**src/hw/sfi_defs.svh**
```systemverilog
// Constants for the serial flash interface state block
// Functional notes
// RL1: Chip select high holds standby; falling chip select starts instruction capture.
// RL2: Eight instruction bits captured MSB first, one per rising serial clock.
// RL3: Program guard sampled only in instruction cycles of register_write_cmd.
// RL4: Decoded instruction selects address space and transfer format for the command.
// RL5: Host raises chip select after eighth bit of stand-alone commands.
// RL6: Quad enable clear makes line3 the pause input; set makes it data.
// RL7: Pause low with chip select low freezes command, outputs go high impedance.
// RL8: Pause release resumes in the exact state held before the pause.
// RL9: DDR commands ignore pause and program guard.
// RL10: Single input leaves serial_out undriven; dual/quad output reads address on serial_in.
// RL11: Latency cycle count comes from two-bit latency code of config_reg.
// RL12: Latency cycles discard data lines and drive nothing.
// RL13: Host releases data lines by falling edge ending last latency cycle.
// RL14: Single output drives serial_out, ignores serial_in, repeats until chip select high.
// RL15: Dual I/O read takes two bits per clock, then latency or dual output.
// RL16: Dual output drives two bits per clock until chip select high.
// RL17: quad_page_write and quad_output_read_cmd take address on line0 only.
// RL18: After address, page write enters quad input; quad read latency or output.
// RL19: Quad input takes four bits per clock for address, mode or program data.
// RL20: Host raises chip select after program data, returning to standby.
// RL21: Host holds reset high, chip select low, pause high in single input.
// RL22: Quad output drives four bits per clock until chip select high.
// RL23: Quad mode must be enabled before DDR quad I/O reads are accepted.
// RL24: Sample host lines on rising clock, launch output on falling clock.
`ifndef SFI_DEFS_SVH
`define SFI_DEFS_SVH
`define SFI_CFG_OFS 5'h00
`define SFI_TX_OFS 5'h04
`define SFI_STAT_OFS 5'h08
`define SFI_ADDR_OFS 5'h0C
`define SFI_RX_OFS 5'h10
`define SFI_CFG_RST 32'h00000000
`define SFI_CFG_MASK 32'h000000C2
`define SFI_TX_RST 32'h00000000
`define SFI_QE_BIT 1
`define SFI_LAT_HI 7
`define SFI_LAT_LO 6
`define SFI_RESP_OK 2'h0
`define SFI_RESP_ERR 2'h2
`define SFI_OP_REGWR 8'h01
`define SFI_OP_NOP 8'h06
`define SFI_OP_READ 8'h03
`define SFI_OP_FAST 8'h0B
`define SFI_OP_DOR 8'h3B
`define SFI_OP_QOR 8'h6B
`define SFI_OP_DIO 8'hBB
`define SFI_OP_QIO 8'hEB
`define SFI_OP_QPW 8'h32
`define SFI_OP_DDR1 8'h0D
`define SFI_OP_DDR2 8'hBD
`define SFI_OP_DDR4 8'hED
`define SFI_W0 3'h0
`define SFI_W1 3'h1
`define SFI_W2 3'h2
`define SFI_W4 3'h4
`define SFI_INSTR_LAST 3'h7
`define SFI_ADDR_BITS 6'h18
`define SFI_AMODE_BITS 6'h20
`define SFI_NO_BITS 6'h00
`endif

```
**src/hw/sfi_pkg.sv**
```systemverilog
// Types of the serial flash interface state block
package sfi_pkg;
  typedef enum logic [3:0] {
    st_standby, st_instr, st_in, st_lat, st_out, st_ddr, st_done
  } sfi_state_t;
  typedef struct packed {
    logic known;
    logic rd;
    logic ddr;
    logic quad;
    logic lat;
    logic [2:0] aw;
    logic [2:0] ow;
    logic [2:0] dw;
    logic [5:0] abits;
  } sfi_cmd_t;
endpackage : sfi_pkg

```
**src/hw/sfi_top.sv**
```systemverilog
// Serial flash interface state sequencer with AXI4-Lite registers
//
// Chosen here: the AXI4-Lite interface to the registers and the register addresses.
`timescale 1ns/100ps
`include "sfi_defs.svh"
module sfi_top (
  // Clock and reset
  input wire logic aclk,
  input wire logic aresetn,
  // AXI4-Lite write
  input wire logic [4:0] s_axi_awaddr,
  input wire logic s_axi_awvalid,
  output logic s_axi_awready,
  input wire logic [31:0] s_axi_wdata,
  input wire logic [3:0] s_axi_wstrb,
  input wire logic s_axi_wvalid,
  output logic s_axi_wready,
  output logic [1:0] s_axi_bresp,
  output logic s_axi_bvalid,
  input wire logic s_axi_bready,
  // AXI4-Lite read
  input wire logic [4:0] s_axi_araddr,
  input wire logic s_axi_arvalid,
  output logic s_axi_arready,
  output logic [31:0] s_axi_rdata,
  output logic [1:0] s_axi_rresp,
  output logic s_axi_rvalid,
  input wire logic s_axi_rready,
  // Flash pins
  input wire logic chip_select_n,
  input wire logic serial_clk,
  input wire logic [3:0] line_i,
  output logic [3:0] line_o,
  output logic [3:0] line_oe
);
  sfi_pkg::sfi_state_t state_q;
  sfi_pkg::sfi_cmd_t cmd_w;
  logic [5:0] s1_q, s2_q;
  logic sck_d_q;
  logic [31:0] cfg_q, tx_q, rx_q, addr_q, out_sr_q;
  logic [7:0] instr_sr_q, instr_q;
  logic [2:0] bit_cnt_q, aw_q, ow_q, dw_q;
  logic [5:0] bits_left_q;
  logic [3:0] lat_cnt_q;
  logic rd_q, guard_q, started_q;
  logic [4:0] aw_addr_q;
  logic aw_hold_q, w_hold_q;
  logic [31:0] w_data_q;
  logic [3:0] w_strb_q;
  logic [31:0] rx_d;
  logic [7:0] ib;
  logic cs_n_s, sck_s, pause_act, rise, fall, qe;
  logic [3:0] lin;

  function automatic sfi_pkg::sfi_cmd_t decode(input logic [7:0] op);
    sfi_pkg::sfi_cmd_t c;
    c = '0;
    c.known = 1'h1;
    case (op)
      `SFI_OP_REGWR:
      begin
        c.dw = `SFI_W1;
      end
      `SFI_OP_NOP: c.abits = `SFI_NO_BITS;
      `SFI_OP_READ:
      begin
        c = '{1'h1, 1'h1, 1'h0, 1'h0, 1'h0, `SFI_W1, `SFI_W1, `SFI_W0, `SFI_ADDR_BITS};
      end
      `SFI_OP_FAST:
      begin
        c = '{1'h1, 1'h1, 1'h0, 1'h0, 1'h1, `SFI_W1, `SFI_W1, `SFI_W0, `SFI_ADDR_BITS};
      end
      `SFI_OP_DOR:
      begin
        c = '{1'h1, 1'h1, 1'h0, 1'h0, 1'h1, `SFI_W1, `SFI_W2, `SFI_W0, `SFI_ADDR_BITS};
      end
      `SFI_OP_QOR:
      begin
        c = '{1'h1, 1'h1, 1'h0, 1'h1, 1'h1, `SFI_W1, `SFI_W4, `SFI_W0, `SFI_ADDR_BITS};
      end
      `SFI_OP_DIO:
      begin
        c = '{1'h1, 1'h1, 1'h0, 1'h0, 1'h1, `SFI_W2, `SFI_W2, `SFI_W0, `SFI_AMODE_BITS};
      end
      `SFI_OP_QIO:
      begin
        c = '{1'h1, 1'h1, 1'h0, 1'h1, 1'h1, `SFI_W4, `SFI_W4, `SFI_W0, `SFI_AMODE_BITS};
      end
      `SFI_OP_QPW:
      begin
        c = '{1'h1, 1'h0, 1'h0, 1'h1, 1'h0, `SFI_W1, `SFI_W0, `SFI_W4, `SFI_ADDR_BITS};
      end
      `SFI_OP_DDR1, `SFI_OP_DDR2: c.ddr = 1'h1;
      `SFI_OP_DDR4:
      begin
        c.ddr = 1'h1;
        c.quad = 1'h1;
      end
      default: c.known = 1'h0;
    endcase
    return c;
  endfunction : decode

  function automatic logic [31:0] shift_in(input logic [31:0] sr, input logic [3:0] l,
                                           input logic [2:0] w);
    case (w)
      `SFI_W1: return {sr[30:0], l[0]};
      `SFI_W2: return {sr[29:0], l[1:0]};
      `SFI_W4: return {sr[27:0], l};
      default: return sr;
    endcase
  endfunction : shift_in

  function automatic logic [31:0] rotate(input logic [31:0] sr, input logic [2:0] w);
    case (w)
      `SFI_W1: return {sr[30:0], sr[31]};
      `SFI_W2: return {sr[29:0], sr[31:30]};
      `SFI_W4: return {sr[27:0], sr[31:28]};
      default: return sr;
    endcase
  endfunction : rotate

  function automatic logic [3:0] drive_bits(input logic [31:0] sr, input logic [2:0] w);
    case (w)
      `SFI_W1: return {2'h0, sr[31], 1'h0};
      `SFI_W2: return {2'h0, sr[31:30]};
      `SFI_W4: return sr[31:28];
      default: return 4'h0;
    endcase
  endfunction : drive_bits

  function automatic logic [3:0] lane_mask(input logic [2:0] w);
    case (w)
      `SFI_W1: return 4'h2;
      `SFI_W2: return 4'h3;
      `SFI_W4: return 4'hF;
      default: return 4'h0;
    endcase
  endfunction : lane_mask

  function automatic logic [31:0] merge(input logic [31:0] old, input logic [31:0] nw,
                                        input logic [3:0] strb);
    logic [31:0] r;
    r = old;
    for (int i = 0; i < 4; i++)
    begin
      if (strb[i])
      begin
        r[i*8 +: 8] = nw[i*8 +: 8];
      end
    end
    return r;
  endfunction : merge

  // Pin synchronisers
  always_ff @(posedge aclk)
  begin
    if (!aresetn)
    begin
      // Clock bit resets to its idle low level so no false edge follows reset
      s1_q <= 6'h2F;
      s2_q <= 6'h2F;
      sck_d_q <= 1'h0;
    end
    else
    begin
      s1_q <= {chip_select_n, serial_clk, line_i};
      s2_q <= s1_q;
      sck_d_q <= s2_q[4];
    end
  end

  assign cs_n_s = s2_q[5];
  assign sck_s = s2_q[4];
  assign lin = s2_q[3:0];
  assign qe = cfg_q[`SFI_QE_BIT];
  // Pause only when line3 is not data and not in a DDR command
  assign pause_act = !qe && !lin[3] && !cs_n_s && state_q != sfi_pkg::st_ddr
                     && state_q != sfi_pkg::st_standby; // RL6 RL9
  assign rise = sck_s && !sck_d_q && !pause_act; // RL7 RL8 RL24
  assign fall = !sck_s && sck_d_q && !pause_act; // RL7 RL24
  assign ib = {instr_sr_q[6:0], lin[0]};
  assign cmd_w = decode(ib);
  assign rx_d = shift_in(rx_q, lin, (bits_left_q != `SFI_NO_BITS) ? aw_q : dw_q);

  // Interface state sequencing
  always_ff @(posedge aclk)
  begin
    if (!aresetn)
    begin
      state_q <= sfi_pkg::st_standby;
      bit_cnt_q <= 3'h0;
      instr_sr_q <= 8'h00;
      instr_q <= 8'h00;
      guard_q <= 1'h1;
      aw_q <= `SFI_W0;
      ow_q <= `SFI_W0;
      dw_q <= `SFI_W0;
      rd_q <= 1'h0;
      bits_left_q <= `SFI_NO_BITS;
      lat_cnt_q <= 4'h0;
      rx_q <= 32'h00000000;
      addr_q <= 32'h00000000;
    end
    else if (cs_n_s)
    begin
      state_q <= sfi_pkg::st_standby; // RL1 RL5 RL20
    end
    else
    begin
      case (state_q)
        sfi_pkg::st_standby:
        begin
          state_q <= sfi_pkg::st_instr; // RL1
          bit_cnt_q <= 3'h0;
        end
        sfi_pkg::st_instr:
        begin
          if (rise)
          begin
            instr_sr_q <= ib; // RL2
            bit_cnt_q <= bit_cnt_q + 3'h1;
            if (bit_cnt_q == `SFI_INSTR_LAST)
            begin
              instr_q <= ib;
              aw_q <= cmd_w.aw; // RL4
              ow_q <= cmd_w.ow;
              dw_q <= cmd_w.dw;
              rd_q <= cmd_w.rd;
              bits_left_q <= cmd_w.abits;
              lat_cnt_q <= cmd_w.lat ? {2'h0, cfg_q[`SFI_LAT_HI:`SFI_LAT_LO]} : 4'h0; // RL11
              if (ib == `SFI_OP_REGWR)
              begin
                guard_q <= lin[2]; // RL3
              end
              if (!cmd_w.known || (cmd_w.quad && !qe)) // RL23
              begin
                state_q <= sfi_pkg::st_done;
              end
              else if (cmd_w.ddr)
              begin
                state_q <= sfi_pkg::st_ddr; // RL9
              end
              else if (ib == `SFI_OP_REGWR && !lin[2])
              begin
                state_q <= sfi_pkg::st_done; // RL3
              end
              else if (cmd_w.abits == `SFI_NO_BITS && cmd_w.dw == `SFI_W0)
              begin
                state_q <= sfi_pkg::st_done; // RL5
              end
              else
              begin
                state_q <= sfi_pkg::st_in; // RL10 RL17
              end
            end
          end
        end
        sfi_pkg::st_in:
        begin
          if (rise)
          begin
            rx_q <= rx_d; // RL15 RL17 RL19
            if (bits_left_q != `SFI_NO_BITS)
            begin
              bits_left_q <= bits_left_q - {3'h0, aw_q};
              if (bits_left_q == {3'h0, aw_q})
              begin
                addr_q <= rx_d;
                if (rd_q && lat_cnt_q == 4'h0)
                begin
                  state_q <= sfi_pkg::st_out; // RL15 RL18
                end
                else if (rd_q)
                begin
                  state_q <= sfi_pkg::st_lat; // RL15 RL18
                end
              end
            end
          end
        end
        sfi_pkg::st_lat:
        begin
          if (rise)
          begin
            lat_cnt_q <= lat_cnt_q - 4'h1; // RL12
            if (lat_cnt_q == 4'h1)
            begin
              state_q <= sfi_pkg::st_out;
            end
          end
        end
        sfi_pkg::st_out, sfi_pkg::st_ddr, sfi_pkg::st_done: state_q <= state_q;
        default: state_q <= sfi_pkg::st_standby;
      endcase
    end
  end

  // Output launch on falling clock
  always_ff @(posedge aclk)
  begin
    if (!aresetn)
    begin
      out_sr_q <= 32'h00000000;
      started_q <= 1'h0;
      line_o <= 4'h0;
      line_oe <= 4'h0;
    end
    else
    begin
      if (state_q != sfi_pkg::st_out)
      begin
        out_sr_q <= tx_q;
        started_q <= 1'h0;
      end
      else if (fall)
      begin
        started_q <= 1'h1;
        line_o <= drive_bits(out_sr_q, ow_q); // RL14 RL16 RL22
        out_sr_q <= rotate(out_sr_q, ow_q);
      end
      if (state_q == sfi_pkg::st_out && (started_q || fall) && !pause_act && !cs_n_s)
      begin
        line_oe <= lane_mask(ow_q); // RL14 RL16 RL22
      end
      else
      begin
        line_oe <= 4'h0; // RL7 RL10 RL12
      end
    end
  end

  // AXI4-Lite write channel
  always_ff @(posedge aclk)
  begin
    if (!aresetn)
    begin
      s_axi_awready <= 1'h0;
      s_axi_wready <= 1'h0;
      s_axi_bvalid <= 1'h0;
      s_axi_bresp <= `SFI_RESP_OK;
      aw_hold_q <= 1'h0;
      w_hold_q <= 1'h0;
      aw_addr_q <= 5'h00;
      w_data_q <= 32'h00000000;
      w_strb_q <= 4'h0;
      cfg_q <= `SFI_CFG_RST;
      tx_q <= `SFI_TX_RST;
    end
    else
    begin
      if (s_axi_awvalid && s_axi_awready)
      begin
        s_axi_awready <= 1'h0;
        aw_hold_q <= 1'h1;
        aw_addr_q <= s_axi_awaddr;
      end
      else if (!aw_hold_q && !s_axi_bvalid && !s_axi_awready)
      begin
        s_axi_awready <= 1'h1;
      end
      if (s_axi_wvalid && s_axi_wready)
      begin
        s_axi_wready <= 1'h0;
        w_hold_q <= 1'h1;
        w_data_q <= s_axi_wdata;
        w_strb_q <= s_axi_wstrb;
      end
      else if (!w_hold_q && !s_axi_bvalid && !s_axi_wready)
      begin
        s_axi_wready <= 1'h1;
      end
      if (aw_hold_q && w_hold_q && !s_axi_bvalid)
      begin
        aw_hold_q <= 1'h0;
        w_hold_q <= 1'h0;
        s_axi_bvalid <= 1'h1;
        s_axi_bresp <= `SFI_RESP_OK;
        case (aw_addr_q)
          `SFI_CFG_OFS: cfg_q <= merge(cfg_q, w_data_q, w_strb_q) & `SFI_CFG_MASK;
          `SFI_TX_OFS: tx_q <= merge(tx_q, w_data_q, w_strb_q);
          default: s_axi_bresp <= `SFI_RESP_ERR;
        endcase
      end
      else if (s_axi_bvalid && s_axi_bready)
      begin
        s_axi_bvalid <= 1'h0;
      end
    end
  end

  // AXI4-Lite read channel
  always_ff @(posedge aclk)
  begin
    if (!aresetn)
    begin
      s_axi_arready <= 1'h0;
      s_axi_rvalid <= 1'h0;
      s_axi_rdata <= 32'h00000000;
      s_axi_rresp <= `SFI_RESP_OK;
    end
    else if (s_axi_arvalid && s_axi_arready)
    begin
      s_axi_arready <= 1'h0;
      s_axi_rvalid <= 1'h1;
      s_axi_rresp <= `SFI_RESP_OK;
      case (s_axi_araddr)
        `SFI_CFG_OFS: s_axi_rdata <= cfg_q;
        `SFI_TX_OFS: s_axi_rdata <= tx_q;
        `SFI_STAT_OFS: s_axi_rdata <= {16'h0000, instr_q, 3'h0, guard_q, state_q};
        `SFI_ADDR_OFS: s_axi_rdata <= addr_q;
        `SFI_RX_OFS: s_axi_rdata <= rx_q;
        default:
        begin
          s_axi_rdata <= 32'h00000000;
          s_axi_rresp <= `SFI_RESP_ERR;
        end
      endcase
    end
    else if (s_axi_rvalid && s_axi_rready)
    begin
      s_axi_rvalid <= 1'h0;
    end
    else if (!s_axi_rvalid && !s_axi_arready)
    begin
      s_axi_arready <= 1'h1;
    end
  end
endmodule : sfi_top

```
**config.mk**
```make
export PLATFORM = sky130hd
export DESIGN_NAME = sfi_top
export DESIGN_NICKNAME = d
export VERILOG_FILES = /design/src/hw/sfi_pkg.sv /design/src/hw/sfi_top.sv
export VERILOG_INCLUDE_DIRS = /design/src /design/src/hw
export SDC_FILE = /design/constraint.sdc
export NUM_CORES = 1
export LEC_CHECK = 0
export ABC_CLOCK_PERIOD_IN_PS = 3600
export BUFFER_PORTS_ARGS = -buffer_cell sky130_fd_sc_hd__buf_4
export CORE_ASPECT_RATIO = 0.7
export CORE_MARGIN = 2
export CORE_UTILIZATION = 45
export CTS_CLUSTER_SIZE = 20
export DETAILED_ROUTE_END_ITERATION = 16
export PLACE_DENSITY_LB_ADDON = 0.25
export SETUP_SLACK_MARGIN = 0.15
export SLEW_MARGIN = 10
export SYNTH_ARGS = -nofsm -noshare
export SYNTH_HDL_FRONTEND = slang
export SYNTH_SLANG_ARGS = --single-unit
```
**constraint.sdc**
```tcl
create_clock -name aclk -period 3.6 [get_ports aclk]
set_input_delay 0.54 -clock aclk [delete_from_list [all_inputs] [get_ports aclk]]
set_output_delay 0.54 -clock aclk [all_outputs]
set_load 0.01 [all_outputs]
```
* Word level (Yosys, flattened, before mapping)
Index checks and enable logic that the tools add are counted.
Storage, ports and cells: register bits after elaboration 280, bits of input ports 59, output and inout port bits 49, logic and storage cells 227
Operators by class: $add $sub $neg 3, equality and inequality tests 42, multiplexer cells 47, bitwise logic cells 5, reductions and logical operators 92
Operators by type and width (count):
- $pmux W32 S3 | 2
- $pmux W32 S5 | 1
- $mux W32 | 2
- $pmux W7 S7 | 1
- $mux W4 | 12
- $eq A8 B8 Y1 const B | 4
- $logic_and A1 B1 Y1 | 27
- $mux W6 | 4
- $pmux W4 S3 | 2
- $pmux W6 S2 | 2
- $reduce_and A3 Y1 | 8
- $pmux W4 S5 | 1
- $mux W3 | 6
- $eq A8 B4 Y1 const B | 2
- $eq A8 B6 Y1 const B | 2
- $reduce_or A2 Y1 | 8
- $logic_not A1 Y1 | 15
- $reduce_and A5 Y1 | 3
- $ne A2 B2 Y1 const B | 7
- $eq A4 B3 Y1 const B | 3
- $pmux W3 S2 | 2
- $reduce_bool A2 Y1 | 6
- $reduce_or A12 Y1 | 1
- $eq A5 B3 Y1 const B | 2
- other kinds (36) | 66

* Longest topological paths before layout
depth after elaboration 12, depth in mapped cells 9, depth with buffers taken out 8

* Least setup slack after synthesis
OpenSTA, ideal clock, no wires.
kind reg-to-reg, from reg aw_q[2], to reg addr_q[13], library setup time 0.069 ns, data arrival time 1.966 ns, required time 3.531 ns, slack 1.565 ns, cell stages (with the launch flop) 9, buffers on the path 1, period minus slack after synthesis 2.035 ns, cells stage by stage dfxtp_1 > inv_1 > ha_1 > nand3_1 > or4_1 > nor3_2 > clkbuf_1 > a32oi_1 > o21ai_1
On the way: word-level cells in the longest chain between the ends 3, elaborated cells on any way between the ends 7, classes of those cells 4 x eq/ne; 2 x mux; 1 x reduce/logical
RTL lines:
- from (decl) | RTL line sfi_top.sv:42 | logic [2:0] bit_cnt_q, aw_q, ow_q, dw_q;
- from (signal assigned) | RTL line sfi_top.sv:196 | aw_q <= `SFI_W0;
- from (signal assigned) | RTL line sfi_top.sv:226 | aw_q <= cmd_w.aw;
- $mux W3 | RTL line sfi_top.sv:184 | assign rx_d = shift_in(rx_q, lin, (bits_left_q != `SFI_NO_BITS) ? aw_q : dw_q);
- $eq A3 B3 Y1 (tied with other cells) | RTL line sfi_top.sv:106 | case (w)
- $pmux W32 S3 | RTL line sfi_top.sv:106
- to (signal assigned) | RTL line sfi_top.sv:269 | addr_q <= rx_d;
- to (decl) | RTL line sfi_top.sv:40 | logic [31:0] cfg_q, tx_q, rx_q, addr_q, out_sr_q;
Several ways; a longest one is shown, not always the timed one. A chain may end at the register's enable or synchronous reset.

* Worst setup path in the final report
from reg state_q[2], to reg out_sr_q[5]
On the way: word-level cells in the longest chain between the ends 7, elaborated cells on any way between the ends 11, classes of those cells 2 x eq/ne; 1 x mux; 8 x reduce/logical
RTL lines:
- from (decl) | RTL line sfi_top.sv:36 | sfi_pkg::sfi_state_t state_q;
- from (signal assigned) | RTL line sfi_top.sv:191 | state_q <= sfi_pkg::st_standby;
- from (signal assigned) | RTL line sfi_top.sv:207 | state_q <= sfi_pkg::st_standby;
- from (signal assigned) | RTL line sfi_top.sv:214 | state_q <= sfi_pkg::st_instr;
- $ne A4 B3 Y1 | RTL line sfi_top.sv:178 | assign pause_act = !qe && !lin[3] && !cs_n_s && state_q != sfi_pkg::st_ddr
- $logic_and A1 B1 Y1 | RTL line sfi_top.sv:178
- $logic_and A1 B1 Y1 | RTL line sfi_top.sv:179 | && state_q != sfi_pkg::st_standby;
- $logic_not A1 Y1 | RTL line sfi_top.sv:181 | assign fall = !sck_s && sck_d_q && !pause_act;
- $logic_and A1 B1 Y1 | RTL line sfi_top.sv:181
- $reduce_bool A2 Y1 (no line)
- $reduce_and A2 Y1 (no line)
- to (signal assigned) | RTL line sfi_top.sv:313 | out_sr_q <= tx_q;
- to (signal assigned) | RTL line sfi_top.sv:320 | out_sr_q <= rotate(out_sr_q, ow_q);
- to (decl) | RTL line sfi_top.sv:40
Several ways; a longest one is shown, not always the timed one.

==> impl_metrics.tcl <==
set metrics [dict create \
    io_pins 108 \
    first_global_vias 10000 \
    areaGrowthSynthToFinish_pct 14.6 \
    drc 0 \
    syn_area_sq_um 12200 \
    cp-end-kind "flip-flop" \
    leakagePower_nw 4.74 \
    synthFlopType "dfxtp_1" \
    firstDrtPassIters 10 \
    cts-root-buf "clkbuf_16" \
    finalHoldViolations 0 \
    drive_gt1_frac 0.136 \
    power_density_nw_per_um2 440 \
    yosys_warnings 0 \
    crit_arrival_ps 3310 \
    place_hpwl_microns 24300 \
    min_period_ps 2870 \
    worst_pin_slew_ps 1200 \
    setup_ws_ps 734 \
    hp-class "input port to flip-flop" \
    criticalPathCategory "flip-flop to flip-flop" \
    cts_hold_buffers 0 \
    slew_headroom 0.198 \
    synthArstFlopShare 0 \
    place_congestion 0.886 \
    diodes 0 \
    cts_sinks 275 \
    fp.dieW_microns 200 \
    critPathLaunchType "flip-flop" \
    synth_largest_area_cell "dfxtp_1" \
    grt_pass1_wl_microns 56800 \
    antenna_found_initial 0 \
    drv_slew 0 \
    wirelength_microns 35900 \
    fin_total_pwr_mw 6.14 \
    fin_crit_sh 0.796 \
    clock_latency_ps 540 \
    critPathMaxFanout 28 \
    cts_setup_buffers 0 \
    htreeDepth 1 \
    seq_area_frac_synth 0.453 \
    final_common_cell "dfxtp_1" \
    core_sq_um 26700 \
    fp.dieH_microns 142 \
    fmax_mhz 349 \
    core.rowCount 50 \
    port_buffers 105 \
    synth_edf_count 0 \
    finalSetupTns_ps 0 \
    netlist.area_leader.share 0.453 \
    synth_area_leaders "dfxtp_1 (45%), nand2_1 (7.6%), a21oi_1 (6.6%)" \
    num_vias 11300 \
    grt_max_degree 85 \
    irDropWorstVdd_mv 0.379 \
    cts.clk_slew.worst_paths_ps 70 \
    cts_max_path_buffers 3 \
    finalClockSkew_ps 12.3 \
    crit_required_ps 4040 \
    final_cells 1856 \
    synth_cells 1443 \
    place_ws_ps 835 \
    synth_cell_types 78 \
    drt_iter0_drc 1381 \
    track_usage 0.245 \
    rsz0062_at_grt "no" \
    cts_resized 0 \
    cts_tree "yes" \
    cts-buffers-inserted 27 \
    final_nets 1545 \
    status "completed" \
    mostFrequentLayoutCells "dfxtp_1 (275), nand2_1 (246), a21oi_1 (158), buf_4 (130), o21ai_0 (79)" \
    ant_nets 0 \
    dp_cells 1812 \
    fp.dieArea_sq_um 28400 \
    post-route-util 0.523 \
    avgSynthCellArea_sq_um 8.43 \
    maxCapViolCount 0 \
    initial_utilization 0.456 \
    vias_per_cell 6.07 \
    finalSetupViolCount 0 \
    ys_ff_latch 275 \
    gr-total-overflow 0 \
    drt-wirelength-per-cell_microns 19.3 \
]
-- registers in the layout, indices dropped and copies added, names as in the netlist, 7 cells and up --
name         count
tx_q            32
out_sr_q        32
addr_q          32
instr_sr_q       7
instr_q          8
w_data_q        32
s_axi_rdata     32
rx_q            32
-- worst paths after layout --
path | startpoint | to | slack [ps] | cells after the start
worst max-delay path | state_q[2]$_SDFFE_PP0P_ | out_sr_q[5]$_SDFFE_PN0P_ | 730 | 5
worst min-delay path | line_i[2] | s1_q[2]$_SDFF_PN1_ | 180 | 2
worst max register to register | state_q[2]$_SDFFE_PP0P_ | out_sr_q[5]$_SDFFE_PN0P_ | 730 | 5
worst min register to register | s1_q[3]$_SDFF_PN1_ | s2_q[3]$_SDFF_PN1_ | 410 | 1
-- logic make-up (layout without fill, tap and decap cells) --
logic type | Yosys count | count (layout) | share of synthesized area
simple gates | 478 | 478 | 0.188
mux | 10 | 10 | 0.00864
other cells | 1 | 2 | 0.000308
fa+ha+maj | 9 | 9 | 0.00988
xor+xnor | 6 | 6 | 0.00494
flops | 275 | 275 | 0.453
buf+inv | 149 | 197 | 0.0535
compound gates | 515 | 515 | 0.282
-- area by class of cell --
class / instances / area [sq um]
Inverter: 23 / 87.6
Clock inverter: 5 / 50.0
Fill cell: 2537 / 12700
Tap cell: 364 / 455
Sequential cell: 275 / 5510
Multi-Input combinational cell: 1020 / 6050
Clock buffer: 39 / 811
Timing Repair Buffer: 130 / 976
-- where the power goes --
| part | switching [mW] | internal [mW] | total (mW) |
|---|---|---|---|
| Sequential | 0.0334 | 3.08 | 3.11 |
| Combinational | 0.142 | 0.0898 | 0.232 |
| Clock | 1.18 | 1.61 | 2.79 |
| Total | 1.35 | 4.78 | 6.14 |
-- Yosys cell counts (22+ instances only) --
library cell and n:
o22a_1 23, dfxtp_1 275, inv_1 22, a32oi_1 28
o211ai_1 30, clkbuf_1 89, nor2_1 50, a21oi_1 160
a222oi_1 59, o21ai_1 28, o22ai_1 35, o21ai_0 79
nand3_1 76, nand2_1 246
-- through the flow --
stage                     hold WS, ps  instance area (sq um)
after floorplan                   386                  12200
after global placement            390                  13100
after detailed placement          393                  13100
after CTS                         167                  13900
after global routing              178                  13900
final                             183                  13900
-- worst max-delay path: stages, from the launching register on --
cell and delay [ps]:
dfxtp_1 650, nor3b_4 460, nand3_1 230, a21oi_2 310, nand2_1 670, o211ai_1 440
-- routing by layer --
| metal | up-vias | track usage | wire length [microns] | share of wire |
|---|---|---|---|---|
| met3 | 35 | 0.0413 | 3600 | 0.10 |
| li1 | 5417 | - | - | - |
| met1 | 5296 | 0.399 | 17700 | 0.49 |
| met4 | 0 | 0.0402 | 457 | 0.013 |
| met5 | - | 0 | 0 | 0 |
| met2 | 516 | 0.332 | 14100 | 0.39 |
Power figures use the tool's default switching activity.
